[src/avmc_pkg.sv]
package avmc_pkg;

    // ------------------------------------------------------------
    // serial slave address and control byte layout
    // ------------------------------------------------------------
    localparam logic [6:0] SLAVE_ADDR   = 7'h76;
    localparam int         GAIN_MSB     = 7;
    localparam int         GAIN_LSB     = 3;
    localparam int         ENB_BIT      = 2;
    localparam int         ENA_BIT      = 1;
    localparam int         RW_BIT       = 0;
    localparam logic [3:0] BITS_PER_BYTE = 4'h8;

    // ------------------------------------------------------------
    // reset values
    // ------------------------------------------------------------
    localparam logic [4:0] GAIN_RESET    = 5'h00;
    localparam logic       ENABLE_RESET  = 1'b0;
    localparam logic [7:0] GAIN_DB_RESET = 8'hBA;

    // ------------------------------------------------------------
    // timing: link clock is sampled, not used as a clock
    // ------------------------------------------------------------
    localparam int CLK_PERIOD_NS      = 50;
    localparam int LINK_MIN_PERIOD_NS = 2500;
    localparam int LINK_MIN_CYCLES    = LINK_MIN_PERIOD_NS / CLK_PERIOD_NS;

    // ------------------------------------------------------------
    // types
    // ------------------------------------------------------------
    typedef struct packed {
        logic [4:0] gainCode;
        logic       enableB;
        logic       enableA;
    } avmc_ctrl_t;

    typedef enum logic [5:0] {
        ST_IDLE     = 6'h01,
        ST_ADDR     = 6'h02,
        ST_ADDR_ACK = 6'h04,
        ST_DATA     = 6'h08,
        ST_DATA_ACK = 6'h10,
        ST_IGNORE   = 6'h20
    } avmc_state_t;

endpackage : avmc_pkg

[src/avmc_gain_rom.sv]
`timescale 1ns/1ns
module avmc_gain_rom (
    input  wire logic       ref_clk,
    input  wire logic       rst_b,
    input  wire logic [4:0] gainCode,
    output logic      [7:0] gainDb
);

    // ------------------------------------------------------------
    // gain step table, signed dB, one word per code
    // ------------------------------------------------------------
    // entries copied verbatim; codes 10111 and 11000 are deliberately not monotonic
    always_ff @(posedge ref_clk) begin
        if (!rst_b) begin
            gainDb <= avmc_pkg::GAIN_DB_RESET;
        end else begin
            case (gainCode)
                5'h00: gainDb <= 8'hBA;
                5'h01: gainDb <= 8'hC8;
                5'h02: gainDb <= 8'hD2;
                5'h03: gainDb <= 8'hDA;
                5'h04: gainDb <= 8'hE0;
                5'h05: gainDb <= 8'hE4;
                5'h06: gainDb <= 8'hE8;
                5'h07: gainDb <= 8'hEB;
                5'h08: gainDb <= 8'hEE;
                5'h09: gainDb <= 8'hF1;
                5'h0A: gainDb <= 8'hF4;
                5'h0B: gainDb <= 8'hF6;
                5'h0C: gainDb <= 8'hF8;
                5'h0D: gainDb <= 8'hFA;
                5'h0E: gainDb <= 8'hFC;
                5'h0F: gainDb <= 8'hFE;
                5'h10: gainDb <= 8'h00;
                5'h11: gainDb <= 8'h02;
                5'h12: gainDb <= 8'h04;
                5'h13: gainDb <= 8'h06;
                5'h14: gainDb <= 8'h08;
                5'h15: gainDb <= 8'h0A;
                5'h16: gainDb <= 8'h0C;
                5'h17: gainDb <= 8'h10;
                5'h18: gainDb <= 8'h0E;
                5'h19: gainDb <= 8'h0F;
                5'h1A: gainDb <= 8'h10;
                5'h1B: gainDb <= 8'h11;
                5'h1C: gainDb <= 8'h12;
                5'h1D: gainDb <= 8'h16;
                5'h1E: gainDb <= 8'h17;
                default: gainDb <= 8'h18;
            endcase
        end
    end

endmodule : avmc_gain_rom

[src/avmc_volume_ctrl.sv]
`timescale 1ns/1ns
module avmc_volume_ctrl (
    input  wire logic       ref_clk,
    input  wire logic       rst_b,
    input  wire logic       scl,
    input  wire logic       sdaIn,
    output logic            sdaOut,
    output logic            sdaOeB,
    output logic [4:0]      gainCode,
    output logic            enableA,
    output logic            enableB,
    output logic            ampOn,
    output logic [7:0]      gainDb
);

    // ------------------------------------------------------------
    // pin synchronisers
    // ------------------------------------------------------------
    // pin order in the vectors: 1 is the clock line, 0 the data line
    logic [1:0] pinRaw;
    logic [1:0] pinS2;
    logic [1:0] pinS3;

    assign pinRaw = {scl, sdaIn};

    // idle bus level is high, so each chain resets high to avoid a false start
    for (genvar p = 0; p < 2; p++) begin : g_sync
        logic pinS1;

        always_ff @(posedge ref_clk) begin
            if (!rst_b) begin
                pinS1    <= 1'b1;
                pinS2[p] <= 1'b1;
                pinS3[p] <= 1'b1;
            end else begin
                pinS1    <= pinRaw[p];
                pinS2[p] <= pinS1;
                pinS3[p] <= pinS2[p];
            end
        end
    end

    logic sclS2;
    logic sclS3;
    logic sdaS2;
    logic sdaS3;

    assign sclS2 = pinS2[1];
    assign sclS3 = pinS3[1];
    assign sdaS2 = pinS2[0];
    assign sdaS3 = pinS3[0];

    // ------------------------------------------------------------
    // bus edges and frame conditions
    // ------------------------------------------------------------
    logic sclRise;
    logic sclFall;
    logic startCond;
    logic stopCond;

    assign sclRise   = sclS2 & ~sclS3;
    assign sclFall   = ~sclS2 & sclS3;
    assign startCond = sclS2 & sclS3 & sdaS3 & ~sdaS2;
    assign stopCond  = sclS2 & sclS3 & ~sdaS3 & sdaS2;

    // ------------------------------------------------------------
    // byte receiver state
    // ------------------------------------------------------------
    avmc_pkg::avmc_state_t state_q;
    logic [3:0]            bitCnt_q;
    logic [7:0]            shift_q;

    function automatic logic addrMatch(input logic [7:0] b);
        addrMatch = (b[7:1] == avmc_pkg::SLAVE_ADDR) && !b[avmc_pkg::RW_BIT];
    endfunction : addrMatch

    logic byteDone;
    assign byteDone = sclFall && (bitCnt_q == avmc_pkg::BITS_PER_BYTE);

    // reset holds the receiver idle, so nothing on the bus is seen
    always_ff @(posedge ref_clk) begin
        if (!rst_b) begin
            state_q  <= avmc_pkg::ST_IDLE;
            bitCnt_q <= 4'h0;
            shift_q  <= 8'h00;
        end else if (startCond) begin
            state_q  <= avmc_pkg::ST_ADDR;
            bitCnt_q <= 4'h0;
        end else if (stopCond) begin
            state_q  <= avmc_pkg::ST_IDLE;
            bitCnt_q <= 4'h0;
        end else begin
            case (state_q)
                avmc_pkg::ST_ADDR, avmc_pkg::ST_DATA: begin
                    if (sclRise) begin
                        shift_q  <= {shift_q[6:0], sdaS2};
                        bitCnt_q <= bitCnt_q + 4'h1;
                    end else if (byteDone) begin
                        bitCnt_q <= 4'h0;
                        if (state_q == avmc_pkg::ST_DATA) begin
                            state_q <= avmc_pkg::ST_DATA_ACK;
                        end else if (addrMatch(shift_q)) begin
                            state_q <= avmc_pkg::ST_ADDR_ACK;
                        end else begin
                            state_q <= avmc_pkg::ST_IGNORE;
                        end
                    end
                end
                avmc_pkg::ST_ADDR_ACK: begin
                    if (sclFall) begin
                        state_q <= avmc_pkg::ST_DATA;
                    end
                end
                avmc_pkg::ST_DATA_ACK: begin
                    // one byte per frame; further bytes go unanswered
                    if (sclFall) begin
                        state_q <= avmc_pkg::ST_IGNORE;
                    end
                end
                default: begin
                    state_q <= state_q;
                end
            endcase
        end
    end

    // ------------------------------------------------------------
    // byte decode
    // ------------------------------------------------------------
    logic addrAck;
    logic dataAck;

    // a read request or a foreign address leaves addrAck low, so no answer
    assign addrAck = byteDone && (state_q == avmc_pkg::ST_ADDR) && addrMatch(shift_q);
    assign dataAck = byteDone && (state_q == avmc_pkg::ST_DATA);

    // byte layout: gain code on top, enable B then enable A, bit 0 unused
    function automatic avmc_pkg::avmc_ctrl_t unpackCtrl(input logic [7:0] b);
        avmc_pkg::avmc_ctrl_t c;
        c.gainCode = b[avmc_pkg::GAIN_MSB:avmc_pkg::GAIN_LSB];
        c.enableB  = b[avmc_pkg::ENB_BIT];
        c.enableA  = b[avmc_pkg::ENA_BIT];
        return c;
    endfunction : unpackCtrl

    // ------------------------------------------------------------
    // acknowledge drive, open drain
    // ------------------------------------------------------------
    always_ff @(posedge ref_clk) begin
        if (!rst_b) begin
            sdaOeB <= 1'b1;
        end else if (startCond || stopCond) begin
            sdaOeB <= 1'b1;
        end else if (addrAck) begin
            sdaOeB <= 1'b0;
        end else if (dataAck) begin
            sdaOeB <= 1'b0;
        end else if (sclFall) begin
            sdaOeB <= 1'b1;
        end
    end

    // line is only ever pulled low
    always_ff @(posedge ref_clk) begin
        sdaOut <= 1'b0;
    end

    // ------------------------------------------------------------
    // control byte
    // ------------------------------------------------------------
    avmc_pkg::avmc_ctrl_t ctrl_q;

    // only a full, acknowledged byte loads; shutdown bits never clear the gain
    always_ff @(posedge ref_clk) begin
        if (!rst_b) begin
            ctrl_q.gainCode <= avmc_pkg::GAIN_RESET;
            ctrl_q.enableB  <= avmc_pkg::ENABLE_RESET;
            ctrl_q.enableA  <= avmc_pkg::ENABLE_RESET;
        end else if (dataAck) begin
            ctrl_q <= unpackCtrl(shift_q);
        end
    end

    // ------------------------------------------------------------
    // outputs
    // ------------------------------------------------------------
    // gain output shares its latency with the table lookup below
    always_ff @(posedge ref_clk) begin
        if (!rst_b) begin
            gainCode <= avmc_pkg::GAIN_RESET;
        end else begin
            gainCode <= ctrl_q.gainCode;
        end
    end

    always_ff @(posedge ref_clk) begin
        if (!rst_b) begin
            enableA <= avmc_pkg::ENABLE_RESET;
            enableB <= avmc_pkg::ENABLE_RESET;
            ampOn   <= 1'b0;
        end else begin
            enableA <= ctrl_q.enableA;
            enableB <= ctrl_q.enableB;
            // a single enable bit set is not a run state either
            ampOn   <= ctrl_q.enableA & ctrl_q.enableB;
        end
    end

    avmc_gain_rom u_gain_rom (
        .ref_clk  (ref_clk),
        .rst_b    (rst_b),
        .gainCode (ctrl_q.gainCode),
        .gainDb   (gainDb)
    );

endmodule : avmc_volume_ctrl

[config.mk]
export PLATFORM = sky130hd
export DESIGN_NAME = avmc_volume_ctrl
export DESIGN_NICKNAME = d
export VERILOG_FILES = /design/src/avmc_pkg.sv /design/src/avmc_gain_rom.sv /design/src/avmc_volume_ctrl.sv
export SDC_FILE = /design/constraint.sdc
export NUM_CORES = 1
export LEC_CHECK = 0
export ABC_AREA = 0
export BUFFER_PORTS_ARGS = -buffer_cell sky130_fd_sc_hd__buf_2
export CORE_MARGIN = 8
export CORE_UTILIZATION = 55
export DETAILED_ROUTE_END_ITERATION = 8
export PLACE_DENSITY = 0.84
export SYNTH_ARGS = -nofsm -noshare
export SYNTH_HDL_FRONTEND = slang
export SYNTH_SLANG_ARGS = --single-unit
[constraint.sdc]
create_clock -name ref_clk -period 1.7 [get_ports ref_clk]
set_input_delay 0.34 -clock ref_clk [delete_from_list [all_inputs] [get_ports ref_clk]]
set_output_delay 0.34 -clock ref_clk [all_outputs]
set_load 0.01 [all_outputs]
---- Word-level counts from Yosys, hierarchy flattened ----
Memories as Yosys holds them, arrays and structs flattened. A register that Yosys moved wholly into a read port is not among the register bits.
Cells that the tools add are included.
W data, S select, Z words.
word-level totals
  bits in registers ....................... 40
  bits in read-only memories .............. 256
  input port bits ......................... 4
  output and inout bits ................... 18
  word-level logic and storage cells ...... 82
  memories ................................ 1
memories
  name             words  width  rd ports  clocked after Yosys merged registers in  wr ports  line                 RTL
  (no name shown)  32     8      1         1                                        0         avmc_gain_rom.sv:17  case (gainCode)
operators by class
  add/sub/neg operators ................... 1
  equality and inequality tests ........... 14
  multiplexer cells ....................... 14
  bitwise gates (word level) .............. 15
  reductions and logical operators ........ 19
operator list
  operator               number
  $mux W6                6
  $pmux W6 S3            1
  $ne A4 B4 Y1 const B   4
  $reduce_and A5 Y1      2
  $and A1 B1 Y1          8
  $mux W4                2
  $ne A2 B2 Y1 const B   4
  $eq A7 B7 Y1 const B   1
  $not A1 Y1             7
  $eq A6 B2 Y1 const B   1
  $eq A6 B3 Y1 const B   1
  $eq A6 B4 Y1 const B   1
  $eq A6 B5 Y1 const B   1
  $reduce_bool A3 Y1     2
  $logic_and A1 B1 Y1    5
  $reduce_bool A5 Y1     1
  $add A4 B1 Y4 const B  1
  $eq A4 B4 Y1 const B   1
  $mux W2                2
  $reduce_and A4 Y1      1
  $reduce_or A2 Y1       2
  $mux W1                3
  $reduce_or A3 Y1       1
  $logic_not A1 Y1       2
  other kinds (3)        3

---- Depth between registers and ports, before layout ----
Gate-level depths: netlist of the first run.
  word-level depth ........................ 9
  mapped depth ............................ 7
  gate-level depth less buffers ........... 7

---- Cells and area by module ----
Synthesis of the first run repeated with hierarchy kept, for this count alone.
unflattened totals
  cells, all modules ...................... 225
  area total of the unflattened synthesis .. 2,205.9 sq um
modules (own cells, without submodules)
  module            times used  cells each  area an instance (sq um)  seq. area each (sq um)
  avmc_volume_ctrl  1           163         1,636.6                   800.8
  avmc_gain_rom     1           62          569.3                     160.2

---- Worst setup path after synthesis of the first run ----
No wires, ideal clock.
  path kind ............................... flip-flop to flip-flop
  from .................................... reg state_q[5]
  to ...................................... reg state_q[3]
  setup time .............................. 0.071 ns
  data arrival time ....................... 1.457 ns
  required time ........................... 1.629 ns
  slack ................................... 0.172 ns
  cell stages (with the launch flop) ...... 6
  path buffers ............................ 0
  period minus slack after synthesis ...... 1.528 ns
  cells stage by stage .................... dfxtp_1 > nor4_4 > nand4_2 > and2_4 > or3_1 > a21oi_1
between the ends
  word-level cells in the longest chain between the ends .. 5
  elaborated cells on any way between the ends .. 15
  those cells by class .................... eq/ne: 8; mux: 4; reduce/logical: 3
RTL lines
  item                    line                                             RTL
  start, declared         avmc_volume_ctrl.sv:69                           avmc_pkg::avmc_state_t state_q;
  start signal, assigned  avmc_volume_ctrl.sv:83                           state_q <= avmc_pkg::ST_IDLE;
  start signal, assigned  avmc_volume_ctrl.sv:87                           state_q <= avmc_pkg::ST_ADDR;
  start signal, assigned  avmc_volume_ctrl.sv:90                           state_q <= avmc_pkg::ST_IDLE;
  $eq A6 B4 Y1            avmc_volume_ctrl.sv:93, avmc_volume_ctrl.sv:100
  $mux W6                 avmc_volume_ctrl.sv:100                          if (state_q == avmc_pkg::ST_DATA) begin
  $mux W6                 avmc_volume_ctrl.sv:98                           end else if (byteDone) begin
  $mux W6                 avmc_volume_ctrl.sv:95                           if (sclRise) begin
  $pmux W6 S3             avmc_volume_ctrl.sv:93                           case (state_q)
Parallel ways exist; a longest one is shown, timed or not. The select of a mux whose other input is x is not followed.
A chain may end at the register's enable or synchronous reset.

---- Worst setup path in the final report of the first run ----
  from .................................... reg state_q[2]
  to ...................................... reg state_q[3]
Same word-level chain as after synthesis.

==> results of run 1 <==
==> area by class of cell <==
class,instances,area share [%]
timing repair buffer,29,6.882
tap,48,2.465
clock buffer,8,3.698
multi-input combinational,175,45.97
sequential,48,39.60
inverter,9,1.387
==> layer usage <==
| layer | routed length, µm | part of all wire (%) | vias to the layer above |
|---|---|---|---|
| met5 | 0 | 0 | - |
| met1 | 1799 | 43 | 764 |
| met3 | 218 | 5.2 | 10 |
| li1 | - | - | 870 |
| met4 | 78 | 1.8 | 0 |
| met2 | 2119 | 50 | 36 |
==> synth_stat cells (2+ instances only) <==
library cell	count	share of area (%)
and2_1	8	2.4
nor2_2	2	0.59
o21ai_0	13	3.1
nor3b_1	2	0.71
ha_1	8	4.7
o211ai_1	2	0.71
xor2_1	3	1.2
nor2b_1	5	1.5
o22ai_1	3	0.88
a21oi_1	15	3.5
and3_1	2	0.59
xnor2_1	3	1.2
nor3_1	4	0.94
clkbuf_1	6	1.1
nand2_1	35	6.2
nor2_1	14	2.5
inv_1	9	1.6
nand3_1	4	0.94
a21boi_0	14	4.9
nand2b_1	10	2.9
nand4_1	2	0.59
nand4b_1	2	0.83
dfxtp_1	48	45
mux2i_1	4	1.9
==> power by group <==
part           leakage (nW)  internal, mW  switching [mW]  total (mW)
logic                 0.488        0.0291          0.0344      0.0636
clock network        0.0455         0.332           0.344       0.675
registers             0.389          1.13          0.0102        1.14
==> flip-flops by register name, summed over array words and instances (netlist names) <==
name,flops
ctrl_q,7
state_q,6
enableB,1
shift_q,8
sclS2,1
sclS3,1
g_sync.pinS1,2
gainCode,5
sdaS2,1
sdaOeB,1
ampOn,1
u_gain_rom.gainDb,8
enableA,1
sdaS3,1
bitCnt_q,4
==> critical path, cell delays in order (launching register included) <==
cell and delay [ns]:
dfxtp_2 0.37, nor4_4 0.35, nand4_2 0.16, and2_4 0.18, or3_1 0.34, a21oi_1 0.15
==> repair_timing <==
item / in CTS / in global routing
gates resized for setup: 1 / 8
setup endpoints to repair: 1 / 12
pin swaps: 0 / 2
==> through the flow <==
stage	cells	hold slack (ns)	TNS, ns
finish	317	0.2218	0
detailed placement	309	0.3956	-0.01494
CTS	317	0.2168	0
global route	317	0.2093	-0.02489
global placement	309	0.3913	0
floorplan	240	0.3863	0
==> cells by family (layout without fill, tap and decap cells) <==
| family | after synthesis | after routing | share of synthesized area, % |
|---|---|---|---|
| AOI/OAI and AO/OA | 55 | 55 | 16.15 |
| DFF | 48 | 48 | 45.26 |
| xor gates and xnor gates | 6 | 6 | 2.475 |
| buffers and inverters | 17 | 46 | 3.241 |
| and+or+nand+nor | 100 | 100 | 25.57 |
| other | 1 | 1 | 0.1766 |
| muxes | 5 | 5 | 2.416 |
| adders and majority gates | 8 | 8 | 4.714 |
==> final timing paths <==
check / end / start / depth (start not counted) / slack (ns)
worst max-delay path: state_q[3]$_SDFFE_PP0P_ / state_q[2]$_SDFFE_PP0P_ / 5 / 0.1
worst min-delay path: g_sync[0].pinS1$_SDFF_PN1_ / sdaIn / 2 / 0.22
worst max register to register: state_q[3]$_SDFFE_PP0P_ / state_q[2]$_SDFFE_PP0P_ / 5 / 0.1
worst min register to register: sclS2$_SDFF_PN1_ / g_sync[1].pinS1$_SDFF_PN1_ / 1 / 0.41
==> metrics.csv, run 1 <==
metric;value;unit
status;completed;
cts_made_buffers;5;
use_met2;23.03;%
std_cell_rows;22;
initialDrtViolationCount;118;
syn_avg_cell_area;8.847;µm²
htreeDepth;2;
place_ws;-0.01494;ns
worst_slack;0.09832;ns
vias;1680;
synth_warnings;0;
design_area;2436;µm²
ys_async_sr_fraction;0;%
vdd_drop_max;0.4918;mV
fin_util;66.04;%
drive_gt1_share;18.59;%
post-route-period-util;94.22;%
slew_headroom;59.57;%
io_pins;22;
powerDensity;771.9;nW/µm²
grt_pass1_wl;6996;µm
clk_latency;0.30;ns
grt_max_degree;32;
criticalPathCategory;flop to flop;
die_y;78.14;µm
synthesis.area;2123;µm²
antenna_found_initial;0;
synthToLayoutAreaGrowth;14.73;%
n_antenna_cell;0;
power_leakage;0.9221;nW
grt_usage;14.05;%
worstPathArrival;1.83;ns
multi_input_area;1120;µm²
hold_path.class;input port to flop;
gr-total-overflow;0;
cts_tree;yes;
hpwlAfterDp;2978;µm
syn_nets;252;
antenna_left;0;
grt_use_met1;15.71;%
place_area;2316;µm²
root_buffer;clkbuf_8;
clock_path_buffers;2;
finalCriticalPeriod;1.602;ns
cts.sinks;48;
fmax;624.3;MHz
synth_ff_type;dfxtp_1;
synth.distinct_cells;46;
postCtsHoldBufs;0;
cts_setup_buffers;0;
crit_path_max_fanout;6;
routed_via_density;5.300;
fin_total_pwr;1.881;mW
dr.pass1.iters;4;
final_cell_mix;dfxtp_1 (45), nand2_1 (34), buf_2 (20);
wirelength;4217;µm
register_area;964.7;µm²
initial_utilization;57.56;%
finalMaxSlewViolations;0;
setup_viol;0;
finalHoldViolations;0;
final_common_cell;dfxtp_1;
port_buffers;20;
gp_congestion;0.8648;
start_kind;flop;
tightestPinTransition;0.6056;ns
met3_usage;4.328;%
fillCellCount;308;
drc_errors;0;
max-cap-violations;0;
ys_seq_elements;48;
wire_per_inst;13.30;µm
clk_pin_slew;0.08;ns
synth_edf_count;0;
die_w;78.14;µm
grt_pass1_vias;1546;
synthCells;240;
ys_seq_area_share;45.26;%
worstSetupEndpointType;flop;
crit_required;1.93;ns
busiest_layer;met2;
core-area;3689;µm²
dieArea;6105;µm²
finalClockSkew;0.004733;ns
nets;280;
(Power assumes the default switching activity.)
==> inputs of run 2 (changes only) <==
- REMOVE_ABC_BUFFERS: default -> 1
==> metrics.csv, run 2 (synthesized netlist as in run 1, its figures left out) <==
metric;value;unit;change
finalHoldViolations;0;;unchanged
dr.pass1.iters;4;;unchanged
std_cell_rows;22;;unchanged
port_buffers;20;;unchanged
fillCellCount;320;;+3.9%
slew_headroom;57.31;%;-2.3 points
powerDensity;820.0;nW/µm²;+6.2%
cts_made_buffers;5;;unchanged
wirelength;4077;µm;-3.3%
n_antenna_cell;0;;unchanged
initialDrtViolationCount;116;;-1.7%
criticalPathCategory;flop to flop;;
io_pins;22;;unchanged
top_regs;shift_q x8, u_gain_rom.gainDb x8, ctrl_q x7;;
wire_per_inst;12.86;µm;-3.3%
cts_resized;0;;-1
post-route-period-util;94.76;%;+0.54 points
root_buffer;clkbuf_8;;
drive_gt1_share;17.84;%;-0.74 points
crit_required;1.90;ns;-0.03 ns
grt_pass1_vias;1538;;-0.52%
core-area;3689;µm²;unchanged
final_cell_mix;dfxtp_1 (47), nand2_1 (35), buf_2 (20);;
final_common_cell;dfxtp_1;;
worst_slack;0.08905;ns;-0.009263 ns
cts.sinks;48;;unchanged
max-cap-violations;0;;unchanged
finalMaxSlewViolations;0;;unchanged
fmax;620.8;MHz;-0.58%
grt_usage;14.10;%;+0.051 points
worstPathArrival;1.81;ns;-0.02 ns
vdd_drop_max;0.7799;mV;+59%
power_leakage;0.9311;nW;+0.98%
finalClockSkew;0.008719;ns;+0.003986 ns
finalCriticalPeriod;1.611;ns;+0.009263 ns
rsz0062_at_grt;false;;
worstSetupEndpointType;flop;;
clock_path_buffers;2;;unchanged
grt_max_degree;23;;-28%
place_ws;0.04859;ns;+0.06354 ns
setup_viol;0;;unchanged
htreeDepth;2;;unchanged
cts_setup_buffers;0;;unchanged
grt_pass1_wl;6982;µm;-0.20%
nets;280;;unchanged
gr-total-overflow;0;;unchanged
antenna_found_initial;0;;unchanged
hpwlAfterDp;2968;µm;-0.35%
start_kind;flop;;
antenna_left;0;;unchanged
clk_latency;0.30;ns;about the same
status;completed;;
dieArea;6105;µm²;unchanged
synthToLayoutAreaGrowth;15.50;%;
vias;1723;;+2.6%
routed_via_density;5.435;;+2.6%
cts_tree;yes;;
tightestPinTransition;0.6395;ns;+0.03385 ns
initial_utilization;57.56;%;unchanged
hold_path.class;input port to flop;;
die_y;78.14;µm;unchanged
gp_congestion;0.8568;;-0.93%
die_w;78.14;µm;unchanged
crit_path_max_fanout;5;;-1
postCtsHoldBufs;0;;unchanged
clk_pin_slew;0.09;ns;about the same
tns;0;ns;unchanged
drc_errors;0;;unchanged
-- run 2: layer usage --
layer  wire length [µm]  vias to the layer above  GRT usage (%)  share of wire [%]
met4                 74                        0          6.667                1.8
met2               1838                       42          21.13                 45
met1               1844                      804          17.21                 45
met3                320                        6          5.695                7.8
li1                   -                      871              -                  -
met5                  0                        -              0                  0
-- run 2: final timing paths --
check                             startpoint                          to  slack, ns  cells past startpoint
setup / recovery     state_q[5]$_SDFFE_PP0P_    bitCnt_q[2]$_SDFFE_PP0P_       0.09                      6
hold / removal                           scl  g_sync[1].pinS1$_SDFF_PN1_       0.23                      2
setup reg to reg     state_q[5]$_SDFFE_PP0P_    bitCnt_q[2]$_SDFFE_PP0P_       0.09                      6
hold reg to reg   g_sync[0].pinS1$_SDFF_PN1_            sdaS2$_SDFF_PN1_       0.41                      1
-- run 2: critical path: stages (launching register included) --
cell,delay [ns]
dfxtp_1,0.41
nor4_4,0.33
nand2_1,0.17
buf_4,0.18
nor3b_1,0.23
xnor2_1,0.15
nor2_1,0.05
-- run 2: report_power, final --
group	leakage [nW]	switching [mW]	internal (mW)	total [mW]
logic	0.487	0.0349	0.0293	0.0642
registers	0.389	0.00930	1.13	1.14
clock network	0.0552	0.369	0.437	0.806
-- run 2: area by class of cell --
cell class	instances	area (µm²)	area share, %
Clock buffer	6	72.57	2.959
Clock inverter	2	35.03	1.429
Inverter	9	33.78	1.378
Multi-Input combinational cell	175	1121	45.71
Sequential cell	48	962.2	39.23
Tap cell	48	60.06	2.449
Timing Repair Buffer	29	167.7	6.837
-- run 2: through the flow --
step	cell area, µm²	power, mW	util, %	hold slack, ns	instances
after detailed placement	2316	1.229	62.79	0.4001	309
after CTS	2424	2.026	65.71	0.2163	317
after global placement	2316	1.227	62.79	0.3896	309
final	2452	2.011	66.49	0.2262	317
after floorplan	2088	1.199	-	0.3863	232
after global routing	2452	2.083	66.49	0.2074	317
